<file path="config.mk">
export PLATFORM = sky130hd
export DESIGN_NAME = fpm_ctrl
export DESIGN_NICKNAME = d
export VERILOG_FILES = /design/src/fpm_pkg.sv /design/src/fpm_acc_if.sv /design/src/fpm_timer.sv /design/src/fpm_ctrl.sv
export SDC_FILE = /design/constraint.sdc
export NUM_CORES = 1
export LEC_CHECK = 0
export ABC_CLOCK_PERIOD_IN_PS = 3900
export BUFFER_PORTS_ARGS = -buffer_cell sky130_fd_sc_hd__buf_2
export CAP_MARGIN = 20
export CELL_PAD_IN_SITES_DETAIL_PLACEMENT = 0
export CELL_PAD_IN_SITES_GLOBAL_PLACEMENT = 1
export CORE_AREA = 10 10 177 179
export CTS_CLUSTER_SIZE = 30
export DETAILED_ROUTE_END_ITERATION = 8
export DIE_AREA = 0 0 187 189
export GPL_ROUTABILITY_DRIVEN = 0
export HOLD_SLACK_MARGIN = 0.15
export PLACE_DENSITY_LB_ADDON = 0.1
export SLEW_MARGIN = 40
export SYNTH_ARGS = -nofsm -noshare
export SYNTH_HDL_FRONTEND = slang
export SYNTH_SLANG_ARGS = --single-unit
export TNS_END_PERCENT = 5
</file>
<file path="constraint.sdc">
create_clock -name clock_in -period 3.9 [get_ports clock_in]
set_clock_uncertainty 0.2 [all_clocks]
set_input_delay 0.195 -clock clock_in [delete_from_list [all_inputs] [get_ports clock_in]]
set_output_delay 0.195 -clock clock_in [all_outputs]
set_load 0.02 [all_outputs]
</file>
<file path="src/fpm_pkg.sv">
// package: constants and types for the flash protection mode block
package fpm_pkg;
    // protection modes, one-hot codes
    typedef enum logic [2:0] {
        FPM_OPEN = 3'h1,
        FPM_PROT = 3'h2,
        FPM_KILL = 3'h4
    } fpm_mode_e;
    // flash geometry
    localparam int FPM_ROWS = 128;
    localparam int FPM_ROW_W = 7;
    localparam int FPM_ADDR_W = 14;
    localparam int FPM_ROW_LSB = 7;
    // clock rates for wait-state choice, in MHz
    localparam int FPM_CLK_1WS_MHZ = 48;
    localparam int FPM_CLK_0WS_MHZ = 24;
    localparam logic [7:0] FPM_CLK_0WS_LIM = 8'(FPM_CLK_0WS_MHZ);
    localparam logic [1:0] FPM_WS_AT_0 = 2'h0;
    localparam logic [1:0] FPM_WS_AT_1 = 2'h1;
    // reset values
    localparam fpm_mode_e FPM_MODE_RST = FPM_OPEN;
    localparam logic [FPM_ROWS-1:0] FPM_ROW_RST = '0;
endpackage : fpm_pkg

</file>
<file path="src/fpm_acc_if.sv">
// interface: one flash access request and its answer
interface fpm_acc_if;
    logic req;
    logic [fpm_pkg::FPM_ADDR_W-1:0] addr;
    logic [1:0] wait_states;
    logic done;
    modport ctl (output req, output addr, output wait_states, input done);
    modport tim (input req, input addr, input wait_states, output done);
endinterface : fpm_acc_if

</file>
<file path="src/fpm_timer.sv">
// access timer: completes a flash access after the chosen wait states
module fpm_timer
    import fpm_pkg::*;
(
    // clock and reset
    input wire logic clock_in,
    input wire logic rst_in,
    // access channel
    fpm_acc_if.tim acc
);
    logic [1:0] cnt_q;
    logic busy_q;
    logic done_q;

    always_ff @(posedge clock_in) begin
        if (rst_in) begin
            cnt_q <= 2'h0;
            busy_q <= 1'b0;
            done_q <= 1'b0;
        end else begin
            done_q <= 1'b0;
            if (!busy_q && acc.req) begin
                if (acc.wait_states == FPM_WS_AT_0) begin
                    done_q <= 1'b1;
                end else begin
                    busy_q <= 1'b1;
                    cnt_q <= acc.wait_states - 2'h1;
                end
            end else if (busy_q) begin
                if (cnt_q == 2'h0) begin
                    busy_q <= 1'b0;
                    done_q <= 1'b1;
                end else begin
                    cnt_q <= cnt_q - 2'h1;
                end
            end
        end
    end
    assign acc.done = done_q;
endmodule : fpm_timer

</file>
<file path="src/fpm_ctrl.sv">
// flash protection mode control, row protection and access gating
// How it works
// - reset leaves the chip in open mode with no restrictions
// - open may go to protected; protected refuses debug accesses
// - protected returns to open only after full flash erase
// - open may go to kill; kill blocks all debug access
// - kill mode refuses external flash erase requests
// - kill mode is left only by reset; all change requests rejected
// - per-row write block and read block bits
// - system-call path always gets read, write and erase
// - one wait state at 48 MHz, zero at 24 MHz
module fpm_ctrl
    import fpm_pkg::*;
(
    // clock and reset
    input wire logic clock_in,
    input wire logic rst_in,
    // mode change request
    input wire logic mode_req_in,
    input wire fpm_pkg::fpm_mode_e mode_sel_in,
    input wire logic erase_done_in,
    // row protection setup
    input wire logic row_set_in,
    input wire logic [fpm_pkg::FPM_ROW_W-1:0] row_idx_in,
    input wire logic row_wblk_in,
    input wire logic row_rblk_in,
    // cpu clock rate in MHz
    input wire logic [7:0] cpu_mhz_in,
    // access request: source and kind
    input wire logic acc_req_in,
    input wire logic acc_dbg_in,
    input wire logic acc_ext_in,
    input wire logic acc_sys_in,
    input wire logic acc_wr_in,
    input wire logic acc_erase_in,
    input wire logic [fpm_pkg::FPM_ADDR_W-1:0] acc_addr_in,
    // status and answers
    output fpm_pkg::fpm_mode_e mode_out,
    output logic mode_reject_out,
    output logic acc_done_out,
    output logic acc_deny_out,
    output logic [1:0] wait_states_out
);
    fpm_mode_e mode_q;
    logic reject_q;
    logic erased_q;
    logic [FPM_ROWS-1:0] wblk_q;
    logic [FPM_ROWS-1:0] rblk_q;
    logic [1:0] ws_q;
    logic deny_q;
    logic done_q;
    logic [FPM_ROW_W-1:0] acc_row;
    logic allow;

    fpm_acc_if acc ();

    // erase since entering protected mode
    always_ff @(posedge clock_in) begin
        if (rst_in) begin
            erased_q <= 1'b0;
        end else if (mode_q != FPM_PROT) begin
            erased_q <= 1'b0;
        end else if (erase_done_in) begin
            erased_q <= 1'b1;
        end
    end

    // mode transitions
    always_ff @(posedge clock_in) begin
        if (rst_in) begin
            mode_q <= FPM_MODE_RST;
            reject_q <= 1'b0;
        end else begin
            reject_q <= 1'b0;
            if (mode_req_in) begin
                case (mode_q)
                    FPM_OPEN: begin
                        if (mode_sel_in == FPM_PROT) begin
                            mode_q <= FPM_PROT;
                        end else if (mode_sel_in == FPM_KILL) begin
                            mode_q <= FPM_KILL;
                        end else begin
                            reject_q <= 1'b1;
                        end
                    end
                    FPM_PROT: begin
                        if (mode_sel_in == FPM_OPEN && erased_q) begin
                            mode_q <= FPM_OPEN;
                        end else begin
                            reject_q <= 1'b1;
                        end
                    end
                    FPM_KILL: begin
                        reject_q <= 1'b1;
                    end
                    default: begin
                        mode_q <= FPM_KILL;
                        reject_q <= 1'b1;
                    end
                endcase
            end
        end
    end

    // per-row protection bits
    generate
        for (genvar i = 0; i < FPM_ROWS; i++) begin : g_row
            always_ff @(posedge clock_in) begin
                if (rst_in) begin
                    wblk_q[i] <= FPM_ROW_RST[i];
                    rblk_q[i] <= FPM_ROW_RST[i];
                end else if (row_set_in && row_idx_in == FPM_ROW_W'(i)) begin
                    wblk_q[i] <= row_wblk_in;
                    rblk_q[i] <= row_rblk_in;
                end
            end
        end
    endgenerate

    // wait states from cpu clock rate
    always_ff @(posedge clock_in) begin
        if (rst_in) begin
            ws_q <= FPM_WS_AT_1;
        end else if (cpu_mhz_in > FPM_CLK_0WS_LIM) begin
            ws_q <= FPM_WS_AT_1;
        end else begin
            ws_q <= FPM_WS_AT_0;
        end
    end

    // access gating
    assign acc_row = acc_addr_in[FPM_ROW_LSB +: FPM_ROW_W];
    always_comb begin
        allow = 1'b1;
        if (acc_sys_in) begin
            allow = 1'b1;
        end else begin
            if (acc_dbg_in && mode_q != FPM_OPEN) begin
                allow = 1'b0;
            end
            if (acc_ext_in && acc_erase_in && mode_q == FPM_KILL) begin
                allow = 1'b0;
            end
            if (acc_wr_in && wblk_q[acc_row]) begin
                allow = 1'b0;
            end
            if (!acc_wr_in && !acc_erase_in && rblk_q[acc_row]) begin
                allow = 1'b0;
            end
        end
    end

    assign acc.req = acc_req_in && allow;
    assign acc.addr = acc_addr_in;
    assign acc.wait_states = ws_q;

    fpm_timer u_timer (
        .clock_in(clock_in),
        .rst_in(rst_in),
        .acc(acc.tim)
    );

    // answers
    always_ff @(posedge clock_in) begin
        if (rst_in) begin
            deny_q <= 1'b0;
            done_q <= 1'b0;
        end else begin
            deny_q <= acc_req_in && !allow;
            done_q <= acc.done;
        end
    end

    assign mode_out = mode_q;
    assign mode_reject_out = reject_q;
    assign acc_done_out = done_q;
    assign acc_deny_out = deny_q;
    assign wait_states_out = ws_q;

    AST_KILL_STAYS: assert property (@(posedge clock_in) disable iff (rst_in)
        mode_q == FPM_KILL |=> mode_q == FPM_KILL)
        else $error("kill mode left");
    AST_OPEN_RESET: assert property (@(posedge clock_in)
        rst_in |=> mode_q == FPM_OPEN)
        else $error("mode not open after reset");
    AST_PROT_EXIT: assert property (@(posedge clock_in) disable iff (rst_in)
        ($past(mode_q) == FPM_PROT && mode_q == FPM_OPEN) |->
        $past(erased_q))
        else $error("left protected without erase");
    AST_DBG_DENY: assert property (@(posedge clock_in) disable iff (rst_in)
        (acc_req_in && acc_dbg_in && !acc_sys_in && mode_q != FPM_OPEN)
        |=> acc_deny_out)
        else $error("debug access not refused");
    AST_KILL_DBG: assert property (@(posedge clock_in) disable iff (rst_in)
        (acc_req_in && acc_dbg_in && !acc_sys_in && mode_q == FPM_KILL)
        |-> !acc.req)
        else $error("debug access passed in kill");
    AST_EXT_ERASE: assert property (@(posedge clock_in) disable iff (rst_in)
        (acc_req_in && acc_ext_in && acc_erase_in && !acc_sys_in &&
        mode_q == FPM_KILL) |=> acc_deny_out)
        else $error("external erase not refused");
    AST_SYS_PASS: assert property (@(posedge clock_in) disable iff (rst_in)
        (acc_req_in && acc_sys_in) |=> !acc_deny_out)
        else $error("system call access refused");
    AST_WS_ONE: assert property (@(posedge clock_in) disable iff (rst_in)
        (acc.req && ws_q == FPM_WS_AT_1 && !$past(acc.req))
        |-> ##1 !acc.done ##1 acc.done)
        else $error("one wait state not applied");
    AST_WS_ZERO: assert property (@(posedge clock_in) disable iff (rst_in)
        (acc.req && ws_q == FPM_WS_AT_0 && !$past(acc.req))
        |=> acc.done)
        else $error("zero wait access late");
    AST_BAD_CHANGE: assert property (@(posedge clock_in) disable iff (rst_in)
        (mode_req_in && mode_q == FPM_OPEN && mode_sel_in == FPM_OPEN)
        |=> mode_reject_out && mode_q == FPM_OPEN)
        else $error("illegal change not rejected");
    AST_ROW_WBLK: assert property (@(posedge clock_in) disable iff (rst_in)
        (acc_req_in && acc_wr_in && !acc_sys_in && wblk_q[acc_row])
        |=> acc_deny_out)
        else $error("blocked row write passed");
endmodule : fpm_ctrl

</file>
# After elaboration in Yosys (flattened, before gate mapping)
# Cells that the tools add are included.
# op_classes
addsub	2
n_mul	0
div	0
order_cmp	2
n_eq_ne	139
shifts	0
muxes	30
n_bitwise	2
reduce_logical	150
# ops
operator	n
$eq A7 B7 Y1 const B	64
$eq A7 B6 Y1 const B	32
$logic_and A1 B1 Y1	138
$eq A7 B5 Y1 const B	16
$eq A7 B4 Y1 const B	8
$eq A7 B3 Y1 const B	4
$mux W1	19
$bmux W1 S7	2
$eq A7 B2 Y1 const B	2
$mux W3	3
$pmux W3 S3	1
$gt A8 B5 Y1 const B	1
$lt A7 B8 Y1 const B	1
$mux W2	4
$eq A7 B1 Y1 const B	1
$logic_not A7 Y1	1
$eq A3 B1 Y1 const B	2
$eq A3 B2 Y1 const B	2
$eq A3 B3 Y1 const B	2
$logic_not A1 Y1	4
$logic_not A2 Y1	2
$ne A2 B2 Y1 const B	2
$reduce_and A4 Y1	1
$reduce_or A2 Y1	2
other kinds (9)	11
# totals
register_bits	269
latch_bits	0
ram_bits	0
romBits	0
input_bits	45
output_inout_bits	8
word_cells	590
mem_count	0

# Logic depth before layout (Yosys ltp)
# Gate-level depths: netlist of the first run.
# logic_depth
ltp_word	11
depth_mapped	13
ltp_nobuf	9

# Cells and area by module
# From an unflattened synthesis of the first run, not the netlist that was laid out.
# unflattened
cells_unflattened	1615
area_unflattened_um2	12746.0
# modules_own_cells
module	instances	cells_each	area_per_inst_um2	seq_area_each_um2
fpm_ctrl	1	1592	12565.8	5285.1
fpm_timer	1	23	180.2	80.1

# Least setup slack after synthesis of the first run
# No wires, ideal clock.
# synth_timing
kind	input to register
startpoint	input port acc_addr_in[8] (netlist bit)
endpoint	register u_timer.cnt_q[1]
setup_ns	0.117
t_arrival_ns	2.481
required_ns	3.583
path_slack_ns	1.102
path_stages	11
path_buffers	3
cell_sequence	buf_2 > buf_2 > buf_1 > mux4_2 > mux2i_1 > nand3_1 > o211ai_1 > o2111ai_1 > o41ai_2 > nand4b_1 > and4b_1
# synth_via
elab_chain_cells	10
elab_cells_between_ends	16
classes_between	eq/ne (2); mux (8); reduce/logical (6)
# synth_rtl
item	line_no	rtl
start: declaration	fpm_ctrl.sv:36	input wire logic [fpm_pkg::FPM_ADDR_W-1:0] acc_addr_in,
$bmux W1 S7	fpm_ctrl.sv:144	if (acc_wr_in && wblk_q[acc_row]) begin
$mux W1 (implied by the code)	fpm_ctrl.sv:144	
$logic_and A1 B1 Y1	fpm_ctrl.sv:144	
$mux W1	fpm_ctrl.sv:144	
$mux W1 *	fpm_ctrl.sv:147	if (!acc_wr_in && !acc_erase_in && rblk_q[acc_row]) begin
$mux W1 *	fpm_ctrl.sv:135	if (acc_sys_in) begin
$logic_and A1 B1 Y1 *	fpm_ctrl.sv:153	assign acc.req = acc_req_in && allow;
$logic_and A1 B1 Y1 *	fpm_timer.sv:22	if (!busy_q && acc.req) begin
$ne A2 B1 Y1 (no source line) (tied with other cells)	--	
$reduce_and A3 Y1 (no source line)	--	
end signal: assignment	fpm_timer.sv:27	cnt_q <= acc.wait_states - 2'h1;
end signal: assignment	fpm_timer.sv:34	cnt_q <= cnt_q - 2'h1;
end: declaration	fpm_timer.sv:11	logic [1:0] cnt_q;
# Mark *: on every way between the ends. The rest lies on a longest branch, timed or not. The select of a mux whose other input is x is not followed.
# A chain may end at the register's enable or synchronous reset.

# Worst setup path after layout of the first run
# layout_timing
startpoint	register rblk_q[26]
endpoint	register u_timer.busy_q
# layout_via
elab_chain_cells	8
elab_cells_between_ends	9
classes_between	eq/ne (1); mux (5); reduce/logical (3)
# layout_rtl
item	line_no	rtl
start: declaration	fpm_ctrl.sv:48	logic [FPM_ROWS-1:0] rblk_q;
start signal: indexed assignment	fpm_ctrl.sv:111	rblk_q[i] <= FPM_ROW_RST[i];
start signal: indexed assignment	fpm_ctrl.sv:114	rblk_q[i] <= row_rblk_in;
$bmux W1 S7 *	fpm_ctrl.sv:147	
$mux W1 (implied by the code) *	fpm_ctrl.sv:147	
$logic_and A1 B1 Y1 *	fpm_ctrl.sv:147	
$mux W1 *	fpm_ctrl.sv:147	
$mux W1 *	fpm_ctrl.sv:135	
$logic_and A1 B1 Y1 *	fpm_ctrl.sv:153	
$logic_and A1 B1 Y1 *	fpm_timer.sv:22	
$ne A2 B2 Y1 (no source line) or $mux W1 (tied branches)	--	
end signal: assignment	fpm_timer.sv:18	busy_q <= 1'b0;
end signal: assignment	fpm_timer.sv:26	busy_q <= 1'b1;
end signal: assignment	fpm_timer.sv:31	busy_q <= 1'b0;
end: declaration	fpm_timer.sv:12	logic busy_q;
# Marked as above.

==> impl_results.md, run 1 <==
- Status: complete, no violations
- Count leader, synth: nand2_1
- Starting Density: 0.4576
- Power density over the cells: 413.1 mW/mm²
- Setup TNS: 0 ns
- Gr usage total: 0.2095
- Syn Area/Cell: around 8 µm²
- Fillcell total: 2776
- FFs w/ async S/R, synth: 0
- Peak Freq: 300.8 MHz
- Final Hold Fails: 0
- Total wire length: 38590 µm
- DRC violations left: 0
- Num CTS Buffers: 29
- Via density: 5.813
- Final setup violating endpoints: 0
- Global-route wire length before repair: 60520 µm
- Leakage: 4.616 nW
- Die Span X: 187 µm
- Post-layout util: 0.5172
- Worst Path Required: 4.19 ns
- Fin nets: 1615
- Initial antenna violation count: 2
- Top_reg_cell synth: dfxtp_1
- # clock sinks: 268
- Average wire per standard cell: 19.59 µm
- Fin. max-slew vios: 0
- Post-layout minimum cycle time: 3.324 ns
- Top-level I/O count: 53
- Layout area overhead: 13.02%
- Inst Count DP: roughly 1900
- Synth area leader: dfxtp_1
- Crit Path Max Fanout: 3
- Register area share after synthesis: 0.4244
- Synth Register Bits: 268
- Row cnt: between 60 and 70
- Synth Warn #: 0
- VDD IR-drop max: 0.2631 mV
- Post-CTS Resized: 0
- DRT iter0 DRCs: approximately 850
- Number of cells produced by synthesis: 1598
- Syn nets: 1643
- CTS tree: yes
- Largest cells by area after synthesis: dfxtp_1, a21oi_1, nand2_1, mux4_2, o21ai_0
- Aggregate global routing overflow: 0
- DPL Wire Length: roughly 23000 µm
- DR vias: 11450
- Number of global-route vias before repair: 10640
- Post-synth top area share: 0.4244
- Post-route ant nets: 0
- Setup crit end kind: register
- # Max-Cap Violations: 0
- Largest net degree at the start of global routing: 135
- Vert. Die Dim: 189 µm
- Finished Layout Cells: 1970
- Commonest cells post-synth: nand2_1, dfxtp_1, a21oi_1
- Type of the most critical hold path: primary input to register
- CP startpoint kind: register
- Root buf cell: clkbuf_16
- Number of buffers added on ports: 44
- Arrival time at the worst endpoint: between 3 and 4 ns
- Layout cells sized above 1: 0.1201
- Synth cell types: 52
- Die area: 0.03534 mm²
- Relative slew slack: 0.4869
- RSZ-0062 raised after global routing: false
- Max Buffers Root-to-Sink: 3
- Worst skew pair latency: about 0.55 ns
- Pin slew with the least headroom to its limit: slightly below 0.8 ns
- Mapped cell area: around 0.013 mm²
- CTS clk-pin slew, worst paths: around 0.060 ns
- Detailed Routing Iterations Pass 1: 5
- Crit Path Category: register to register
- Number of synthesized flops with an enable pin: 0
- H-tree depth: 1
- Post-route clock period utilization: 0.8523
- Core ar.: 0.02763 mm²
-- kinds of logic (layout without fill, tap and decap cells) --
kind of cell	count (synthesis)	after routing	share of synthesized area
AND/OR/NAND/NOR	596	596	0.2033
AO/OA/AOI/OAI	468	468	0.1942
flip-flops	268	268	0.4244
buffers and inverters	161	154	0.05146
multiplexers	103	103	0.1257
other	1	2	0.0002966
XOR/XNOR	1	1	0.0006929
-- state kept, by name, indices dropped and copies added, names as in the netlist --
signal / flops
wait_states_out: 1
mode_reject_out: 1
acc_deny_out: 1
u_timer.cnt_q: 2
acc_done_out: 1
u_timer.acc.done: 1
rblk_q: 128
mode_out: 3
erased_q: 1
u_timer.busy_q: 1
wblk_q: 128
-- power by group --
group / leakage (nW) / switching (W) / internal [W] / total (W)
clock network: 0.459 / 0.00112 / 0.00158 / 0.00269
logic: 2.00 / 0.000315 / 0.000137 / 0.000452
registers: 2.16 / 0.00000797 / 0.00275 / 0.00276
-- routing by layer --
metal / vias to the layer above / track usage / routed length (µm)
met4: 2 / 0.04342 / 619
li1: 5534 / - / -
met1: 5556 / 0.2843 / 17640
met3: 43 / 0.03179 / 2367
met2: 317 / 0.3466 / 17960
met5: - / 0 / 7
-- area by class of cell --
type,count,area (µm²),share of cell area
multi-input cells,1169,6715,0.4700
repair buffers,100,800.8,0.05604
flip-flops and latches,268,5365,0.3755
diodes,1,2.502,0.0001751
clock buffers,46,869.6,0.06086
inverters,2,7.507,0.0005254
clock inverters,6,55.05,0.003853
well taps,378,473.0,0.03310
-- critical path, stage by stage, from the launching register on --
cell	delay [ns]
dfxtp_1	0.31
mux4_2	0.49
mux4_2	0.49
nor2_1	0.11
a31oi_1	0.08
nand4_1	0.17
o2111ai_1	0.13
o41ai_2	0.24
buf_4	0.20
nand4b_1	0.15
a21oi_1	0.14
dlygate4sd3_1	0.55
-- layout by cell type, fill, tap and decap left out, types with 9 or more instances in the layout --
| cell | Yosys | final |
|---|---|---|
| mux2i_1 | 56 | 56 |
| buf_4 | 3 | 27 |
| dfxtp_1 | 268 | 268 |
| dlygate4sd3_1 | 0 | 25 |
| nor2_1 | 94 | 92 |
| nand2_1 | 327 | 320 |
| clkbuf_1 | 139 | 9 |
| o21ai_0 | 166 | 166 |
| a22oi_1 | 18 | 18 |
| nand3_1 | 110 | 109 |
| a21oi_1 | 265 | 265 |
| mux4_2 | 43 | 43 |
| buf_2 | 13 | 40 |
| clkbuf_16 | 0 | 30 |
-- what timing repair did --
action | in CTS | in global routing
hold buffers | 25 | 0
buffers inserted | 0 | 0
hold endpoints to repair | 191 | 0
-- metrics by stage --
stage	area, µm²	total power (W)	hold slack [ns]	worst slack, ns
final	14290	0.005903	0.1835	0.5760
after global routing	14290	0.006105	0.1921	0.4205
after CTS	14280	0.005957	0.1673	0.5571
after detailed placement	13110	0.003247	0.1883	0.5682
after global placement	13040	0.003239	0.1910	0.6756
after floorplan	12640	0.003096	0.09425	1.102
-- final timing paths --
| path | from | end | slack [ns] | cells after the start |
|---|---|---|---|---|
| max | rblk_q[26] | u_timer.busy_q | 0.58 | 11 |
| max reg2reg | rblk_q[26] | u_timer.busy_q | 0.58 | 11 |
| min reg2reg | u_timer.acc.done | acc_done_out | 0.24 | 1 |
| min | acc_dbg_in | u_timer.acc.done | 0.18 | 6 |
Power figures use the tool's default switching activity.
==> run 2: changes to the inputs <==
--- a/config.mk
+++ b/config.mk
@@ -10,13 +10,14 @@
 export CAP_MARGIN = 20
 export CELL_PAD_IN_SITES_DETAIL_PLACEMENT = 0
 export CELL_PAD_IN_SITES_GLOBAL_PLACEMENT = 1
-export CORE_AREA = 10 10 177 179
+export CORE_AREA = 10 10 179 181
 export CTS_CLUSTER_SIZE = 30
 export DETAILED_ROUTE_END_ITERATION = 8
-export DIE_AREA = 0 0 187 189
+export DIE_AREA = 0 0 189 191
 export GPL_ROUTABILITY_DRIVEN = 0
 export HOLD_SLACK_MARGIN = 0.15
 export PLACE_DENSITY_LB_ADDON = 0.1
+export RECOVER_POWER = 25
 export SLEW_MARGIN = 40
 export SYNTH_ARGS = -nofsm -noshare
 export SYNTH_HDL_FRONTEND = slang
==> impl_results.md, run 2 (same netlist as run 1, synthesis figures left out) <==
- Inst Count DP: 1900 (was 1892)
- Hold Path Stages: 6 (unchanged)
- CTS clk-pin slew, worst paths: 0.06 ns (about the same)
- Post-route clock period utilization: 0.8286 (was 0.8523)
- Gr usage total: 0.2087 (was 0.2095)
- Pin slew with the least headroom to its limit: 1.845 ns (was 0.7688 ns)
- Global-route wire length before repair: 60730 µm (was 60520 µm)
- Crit Path Category: primary input to register (was register to register)
- Max Buffers Root-to-Sink: 3 (unchanged)
- CTS tree: yes (unchanged)
- Layout cells sized above 1: 0.1223 (was 0.1201)
- DRC violations left: 0 (unchanged)
- Finished Layout Cells: 1980 (was 1970)
- Final setup violating endpoints: 0 (unchanged)
- Fin Hold WS: 0.1736 ns (was 0.1835 ns)
- Detailed Routing Iterations Pass 1: 6 (was 5)
- Vert. Die Dim: 191 µm (was 189 µm)
- Relative slew slack: -0.2300 (was 0.4869)
- Largest net degree at the start of global routing: 127 (was 135)
- Aggregate global routing overflow: 0 (unchanged)
- Fin. max-slew vios: 37 (was 0)
- Setup TNS: 0 ns (unchanged)
- Fillcell total: 2880 (was 2776)
- Top-level I/O count: 53 (unchanged)
- Crit Path Max Fanout: 37 (was 3)
- Violated checks: max-capacitance violations, max-slew violations
- Worst R2R Path Depth: 10 (was 11)
- Starting Density: 0.4441 (was 0.4576)
- Status: complete, but fails checks (was complete, no violations)
- Leakage: 4.672 nW (was 4.616 nW)
- Place WS: 0.4760 ns (was 0.5682 ns)
- Fin nets: 1618 (was 1615)
- Root buf cell: clkbuf_16 (unchanged)
- Final worst setup slack: 0.6684 ns (was 0.5760 ns)
- Core ar.: 0.02847 mm² (was 0.02763 mm²)
- Arrival time at the worst endpoint: 3.46 ns (was 3.61 ns)
- Total wire length: 38600 µm (was 38590 µm)
- Met2 WL: 17830 µm (was 17960 µm)
- Die area: 0.03610 mm² (was 0.03534 mm²)
- Post-route ant nets: 0 (unchanged)
- CP startpoint kind: primary input (was register)
- Power density over the cells: 440.1 mW/mm² (was 413.1 mW/mm²)
- Top layer reached by signal wires: met5 (unchanged)
- Met1 WL: 18310 µm (was 17640 µm)
- Die Span X: 189 µm (was 187 µm)
- Post-CTS Setup Repair Bufs: 0 (unchanged)
- Worst skew pair latency: 0.50 ns (was 0.55 ns)
- Row cnt: 62 (was 61)
- Number of buffers added on ports: 44 (unchanged)
- Final Hold Fails: 0 (unchanged)
- # Max-Cap Violations: 1 (was 0)
- Layout area overhead: 14.25% (was 13.02%)
- Post-layout minimum cycle time: 3.232 ns (was 3.324 ns)
- Multi-input gate area: 0.006713 mm² (was 0.006715 mm²)
- RSZ-0062 raised after global routing: false (unchanged)
- # clock sinks: 268 (unchanged)
- Initial antenna violation count: 2 (unchanged)
- Average wire per standard cell: 19.50 µm (was 19.59 µm)
- Seq. cell area: 0.005365 mm² (unchanged)
- Peak Freq: 309.4 MHz (was 300.8 MHz)
- VDD IR-drop max: 0.2957 mV (was 0.2631 mV)
- Setup crit end kind: register (unchanged)
- DR vias: 11360 (was 11450)
- Commonest non-fill, non-tap cell in the layout: nand2_1 (unchanged)
- DRT iter0 DRCs: 1020 (was 846)
- Via density: 5.739 (was 5.813)
- H-tree depth: 2 (was 1)
- Num CTS Buffers: 34 (was 29)
- Met3 wire length: 1940 µm (was 2367 µm)
- Most frequent cells in the layout: nand2_1, dfxtp_1, a21oi_1 (unchanged)
- DPL Wire Length: 23270 µm (was 23020 µm)
- Number of global-route vias before repair: 10630 (was 10640)
- Design Power: 0.006356 W (was 0.005903 W)
- Type of the most critical hold path: primary input to register (unchanged)
- Worst Path Required: 4.13 ns (was 4.19 ns)
[run 2: layout make-up]
cell class / count / share of cell area
Antenna cell: 1 / 0.0001732
Sequential cell: 268 / 0.3714
Clock inverter: 7 / 0.006410
Timing Repair Buffer: 98 / 0.05102
Inverter: 2 / 0.0005197
Clock buffer: 51 / 0.07242
Multi-Input combinational cell: 1169 / 0.4647
Tap cell: 384 / 0.03326
[run 2: what timing repair did]
action | in CTS | in global routing
hold endpoints to repair | 101 | 30
hold buffers | 19 | 1
resized for setup | 0 | 0
[run 2: layer usage]
metal,vias to the layer above,global-route usage
met5,-,0
met4,2,0.04274
met3,40,0.03426
met2,235,0.3374
met1,5543,0.2887
li1,5544,-
[run 2: final timing paths]
kind | startpoint | endpoint | slack, ns
max reg2reg | rblk_q[27] | acc_deny_out | 0.77
max | rst_in | wait_states_out[0] | 0.67
min | mode_sel_in[2] | mode_out[2] | 0.17
min reg2reg | u_timer.acc.done | acc_done_out | 0.24
[run 2: power breakdown]
part,internal (W),leakage [nW],switching (W)
registers,0.00275,2.16,0.00000817
clock network,0.00198,0.565,0.00118
logic,0.000131,1.95,0.000313
total,0.00486,4.67,0.00150
[run 2: stage by stage]
stage / cell area, µm² / utilization
floorplan: 12640 / -
global placement: 13040 / 0.4579
detailed placement: 13090 / 0.4598
CTS: 14420 / 0.5065
global route: 14440 / 0.5073
finish: 14440 / 0.5073
[run 2: worst max-delay path, cell delays in order]
cell and delay (ns):
dlygate4sd3_1 0.52, clkbuf_1 1.32, nor4_1 0.17, dlygate4sd3_1 0.64, nand2_1 0.07, dlygate4sd3_1 0.54
==> run 3: changes to the inputs <==
--- a/config.mk
+++ b/config.mk
@@ -5,7 +5,7 @@
 export SDC_FILE = /design/constraint.sdc
 export NUM_CORES = 1
 export LEC_CHECK = 0
-export ABC_CLOCK_PERIOD_IN_PS = 3900
+export ABC_CLOCK_PERIOD_IN_PS = 3100
 export BUFFER_PORTS_ARGS = -buffer_cell sky130_fd_sc_hd__buf_2
 export CAP_MARGIN = 20
 export CELL_PAD_IN_SITES_DETAIL_PLACEMENT = 0
==> constraint.sdc (replaced) <==
create_clock -name clock_in -period 3.1 [get_ports clock_in]
set_clock_uncertainty 0.2 [all_clocks]
set_input_delay 0.155 -clock clock_in [delete_from_list [all_inputs] [get_ports clock_in]]
set_output_delay 0.155 -clock clock_in [all_outputs]
set_load 0.02 [all_outputs]
==> impl_results.md, run 3 (same netlist as run 1, synthesis figures left out) <==
- Status: complete, but fails checks (unchanged)
- Violated checks: max-capacitance violations, max-slew violations (unchanged)
- ANT cells: 0 (was 1)
- Detailed Routing Iterations Pass 1: 5 (was 6)
- Critical path's slowest cell: or4b_2 (was clkbuf_1)
- Crit Path Max Fanout: 5 (was 37)
- Core ar.: 0.02847 mm² (unchanged)
- Number of global-route vias before repair: 11010 (was 10630)
- Layout cells sized above 1: 0.1234 (was 0.1223)
- DRC violations left: 0 (unchanged)
- DPL Wire Length: 23910 µm (was 23270 µm)
- Post-route clock period utilization: 0.9424
- Vert. Die Dim: 191 µm (unchanged)
- DR vias: 11400 (was 11360)
- Worst path cell trace: nand2b_1, or4b_2, dlygate4sd3_1, a41oi_1, dlygate4sd3_1, nor2_1 (was dlygate4sd3_1, clkbuf_1, nor4_1, dlygate4sd3_1, nand2_1, dlygate4sd3_1)
- Relative slew slack: -0.2650 (was -0.2300)
- Worst skew pair latency: 0.57 ns (was 0.50 ns)
- Initial antenna violation count: 3 (was 2)
- VDD IR-drop max: 0.4270 mV (was 0.2957 mV)
- Root buf cell: clkbuf_16 (unchanged)
- Pin slew with the least headroom to its limit: 1.898 ns (was 1.845 ns)
- Aggregate global routing overflow: 0 (unchanged)
- Final worst setup slack: 0.1787 ns (was 0.6684 ns)
- Global-route wire length before repair: 61980 µm (was 60730 µm)
- Power density over the cells: 549.9 mW/mm² (was 440.1 mW/mm²)
- Post-CTS Resized: 0 (unchanged)
- Final setup violating endpoints: 0 (unchanged)
- Fin. max-slew vios: 141 (was 37)
- H-tree depth: 1 (was 2)
- Most frequent cells in the layout: nand2_1, dfxtp_1, a21oi_1 (unchanged)
- Largest net degree at the start of global routing: 95 (was 127)
- Place WS: -0.005567 ns (was 0.4760 ns)
- Worst Path Required: 3.33 ns (was 4.13 ns)
- Type of the most critical hold path: primary input to register (unchanged)
- Arrival time at the worst endpoint: 3.15 ns (was 3.46 ns)
- Num CTS Buffers: 31 (was 34)
- Post-layout minimum cycle time: roughly 2.9 ns
- Via density: 5.687 (was 5.739)
- Total wire length: 38960 µm (was 38600 µm)
- Peak Freq: 342.3 MHz
- Gr usage total: 0.2111 (was 0.2087)
- Multi-input gate area: 0.006661 mm² (was 0.006713 mm²)
- Fillcell total: 2830 (was 2880)
- CTS clk-pin slew, worst paths: 0.06 ns (about the same)
- # clock sinks: 268 (unchanged)
- CTS tree: yes (unchanged)
- Max Buffers Root-to-Sink: 3 (unchanged)
- Post-layout util: 0.5134 (was 0.5073)
- Seq. cell area: 0.005365 mm² (unchanged)
- Row cnt: 62 (unchanged)
- Post-route ant nets: 0 (unchanged)
- Commonest non-fill, non-tap cell in the layout: nand2_1 (unchanged)
- Average wire per standard cell: 19.43 µm (was 19.50 µm)
- Starting Density: 0.4441 (unchanged)
- CP delay by family, top: buffers and inverters (unchanged)
- CP dominant cell by count: dlygate4sd3_1 (unchanged)
- Layout area overhead: 15.63% (was 14.25%)
- RSZ-0062 raised after global routing: false (unchanged)
- Top-level I/O count: 53 (unchanged)
- Fin Hold WS: 0.1722 ns (was 0.1736 ns)
- Fin nets: 1643 (was 1618)
- Crit Path Category: register to register (was primary input to register)
- Crit path buffers/inverters: 2 (was 4)
- DRT iter0 DRCs: 877 (was 1020)
- Critical Path Max Stage Delay: 0.62 ns (was 1.32 ns)
- Number of buffers added on ports: 44 (unchanged)
- Leakage: 4.771 nW (was 4.672 nW)
- # Max-Cap Violations: 3 (was 1)
- Die area: 0.03610 mm² (unchanged)
- CP startpoint kind: register (was primary input)
- Setup crit end kind: register (unchanged)
- Die Span X: 189 µm (unchanged)
- Final Hold Fails: 0 (unchanged)
[run 3: changes by cell type in the layout (fill, tap and decap cells not counted), moves of 2 or more]
cell | previous run | this run
buf_2 | 33 | 31
dlygate4sd3_1 | 20 | 27
nand2_1 | 320 | 326
buf_6 | 3 | 0
clkbuf_16 | 35 | 31
nor3b_1 | 3 | 5
buf_4 | 28 | 42
buf_12 | 3 | 8
clkbuf_8 | 11 | 9
clkinv_2 | 3 | 8
nand2_2 | 7 | 1
clkbuf_1 | 13 | 17
bufinv_16 | 2 | 6
nor3b_4 | 2 | 0
[run 3: final timing paths]
| check | cells past startpoint | slack [ns] | to | start |
|---|---|---|---|---|
| worst max-delay path | 6 | 0.18 | mode_out[2] | mode_out[1] |
| worst max register to register | 6 | 0.18 | mode_out[2] | mode_out[1] |
| worst min register to register | 1 | 0.23 | acc_done_out | u_timer.acc.done |
| worst min-delay path | 7 | 0.17 | mode_out[1] | mode_sel_in[2] |
[run 3: power by group]
group	leakage, nW	switching (W)	internal (W)
combinational	2.05	0.000396	0.000185
clock	0.563	0.00148	0.00250
sequential	2.16	0.0000104	0.00346
[run 3: timing repair]
action,in CTS,in global routing
buffers inserted,0,0
endpoints found under the hold margin,192,0
endpoints found under the setup margin,0,0
hold buffers,27,0
[run 3: worst reg2reg max path, cell delays in order (launching register included)]
cell           delay (ns)
dfxtp_1              0.34
nand2b_1             0.20
or4b_2               0.62
dlygate4sd3_1        0.60
a41oi_1              0.22
dlygate4sd3_1        0.58
nor2_1               0.04
[run 3: routing by layer]
metal  part of all wire  global-route usage  vias up
li1                   -                   -     5604
met1               0.46              0.2839     5464
met2               0.47              0.3545      293
met3              0.060             0.03116       39
met4              0.014             0.04151        2
met5            0.00033                   0        -
[run 3: metrics by stage]
stage | instances | area [µm²] | setup TNS (ns) | power, W
after floorplan | 1598 | 12640 | 0 | 0.003895
after global placement | 1922 | 13300 | 0 | 0.004102
after detailed placement | 1922 | 13300 | -0.005567 | 0.004104
after CTS | 2005 | 14690 | 0 | 0.008107
after global routing | 2005 | 14620 | 0 | 0.008296
final | 2005 | 14620 | 0 | 0.008039
[run 3: final cells by class]
class,count,area share
tap,384,0.03287
timing repair buffer,126,0.06711
multi-input combinational,1169,0.4557
clock buffer,41,0.06111
sequential,268,0.3670
inverter,2,0.0005136
clock inverter,15,0.01566
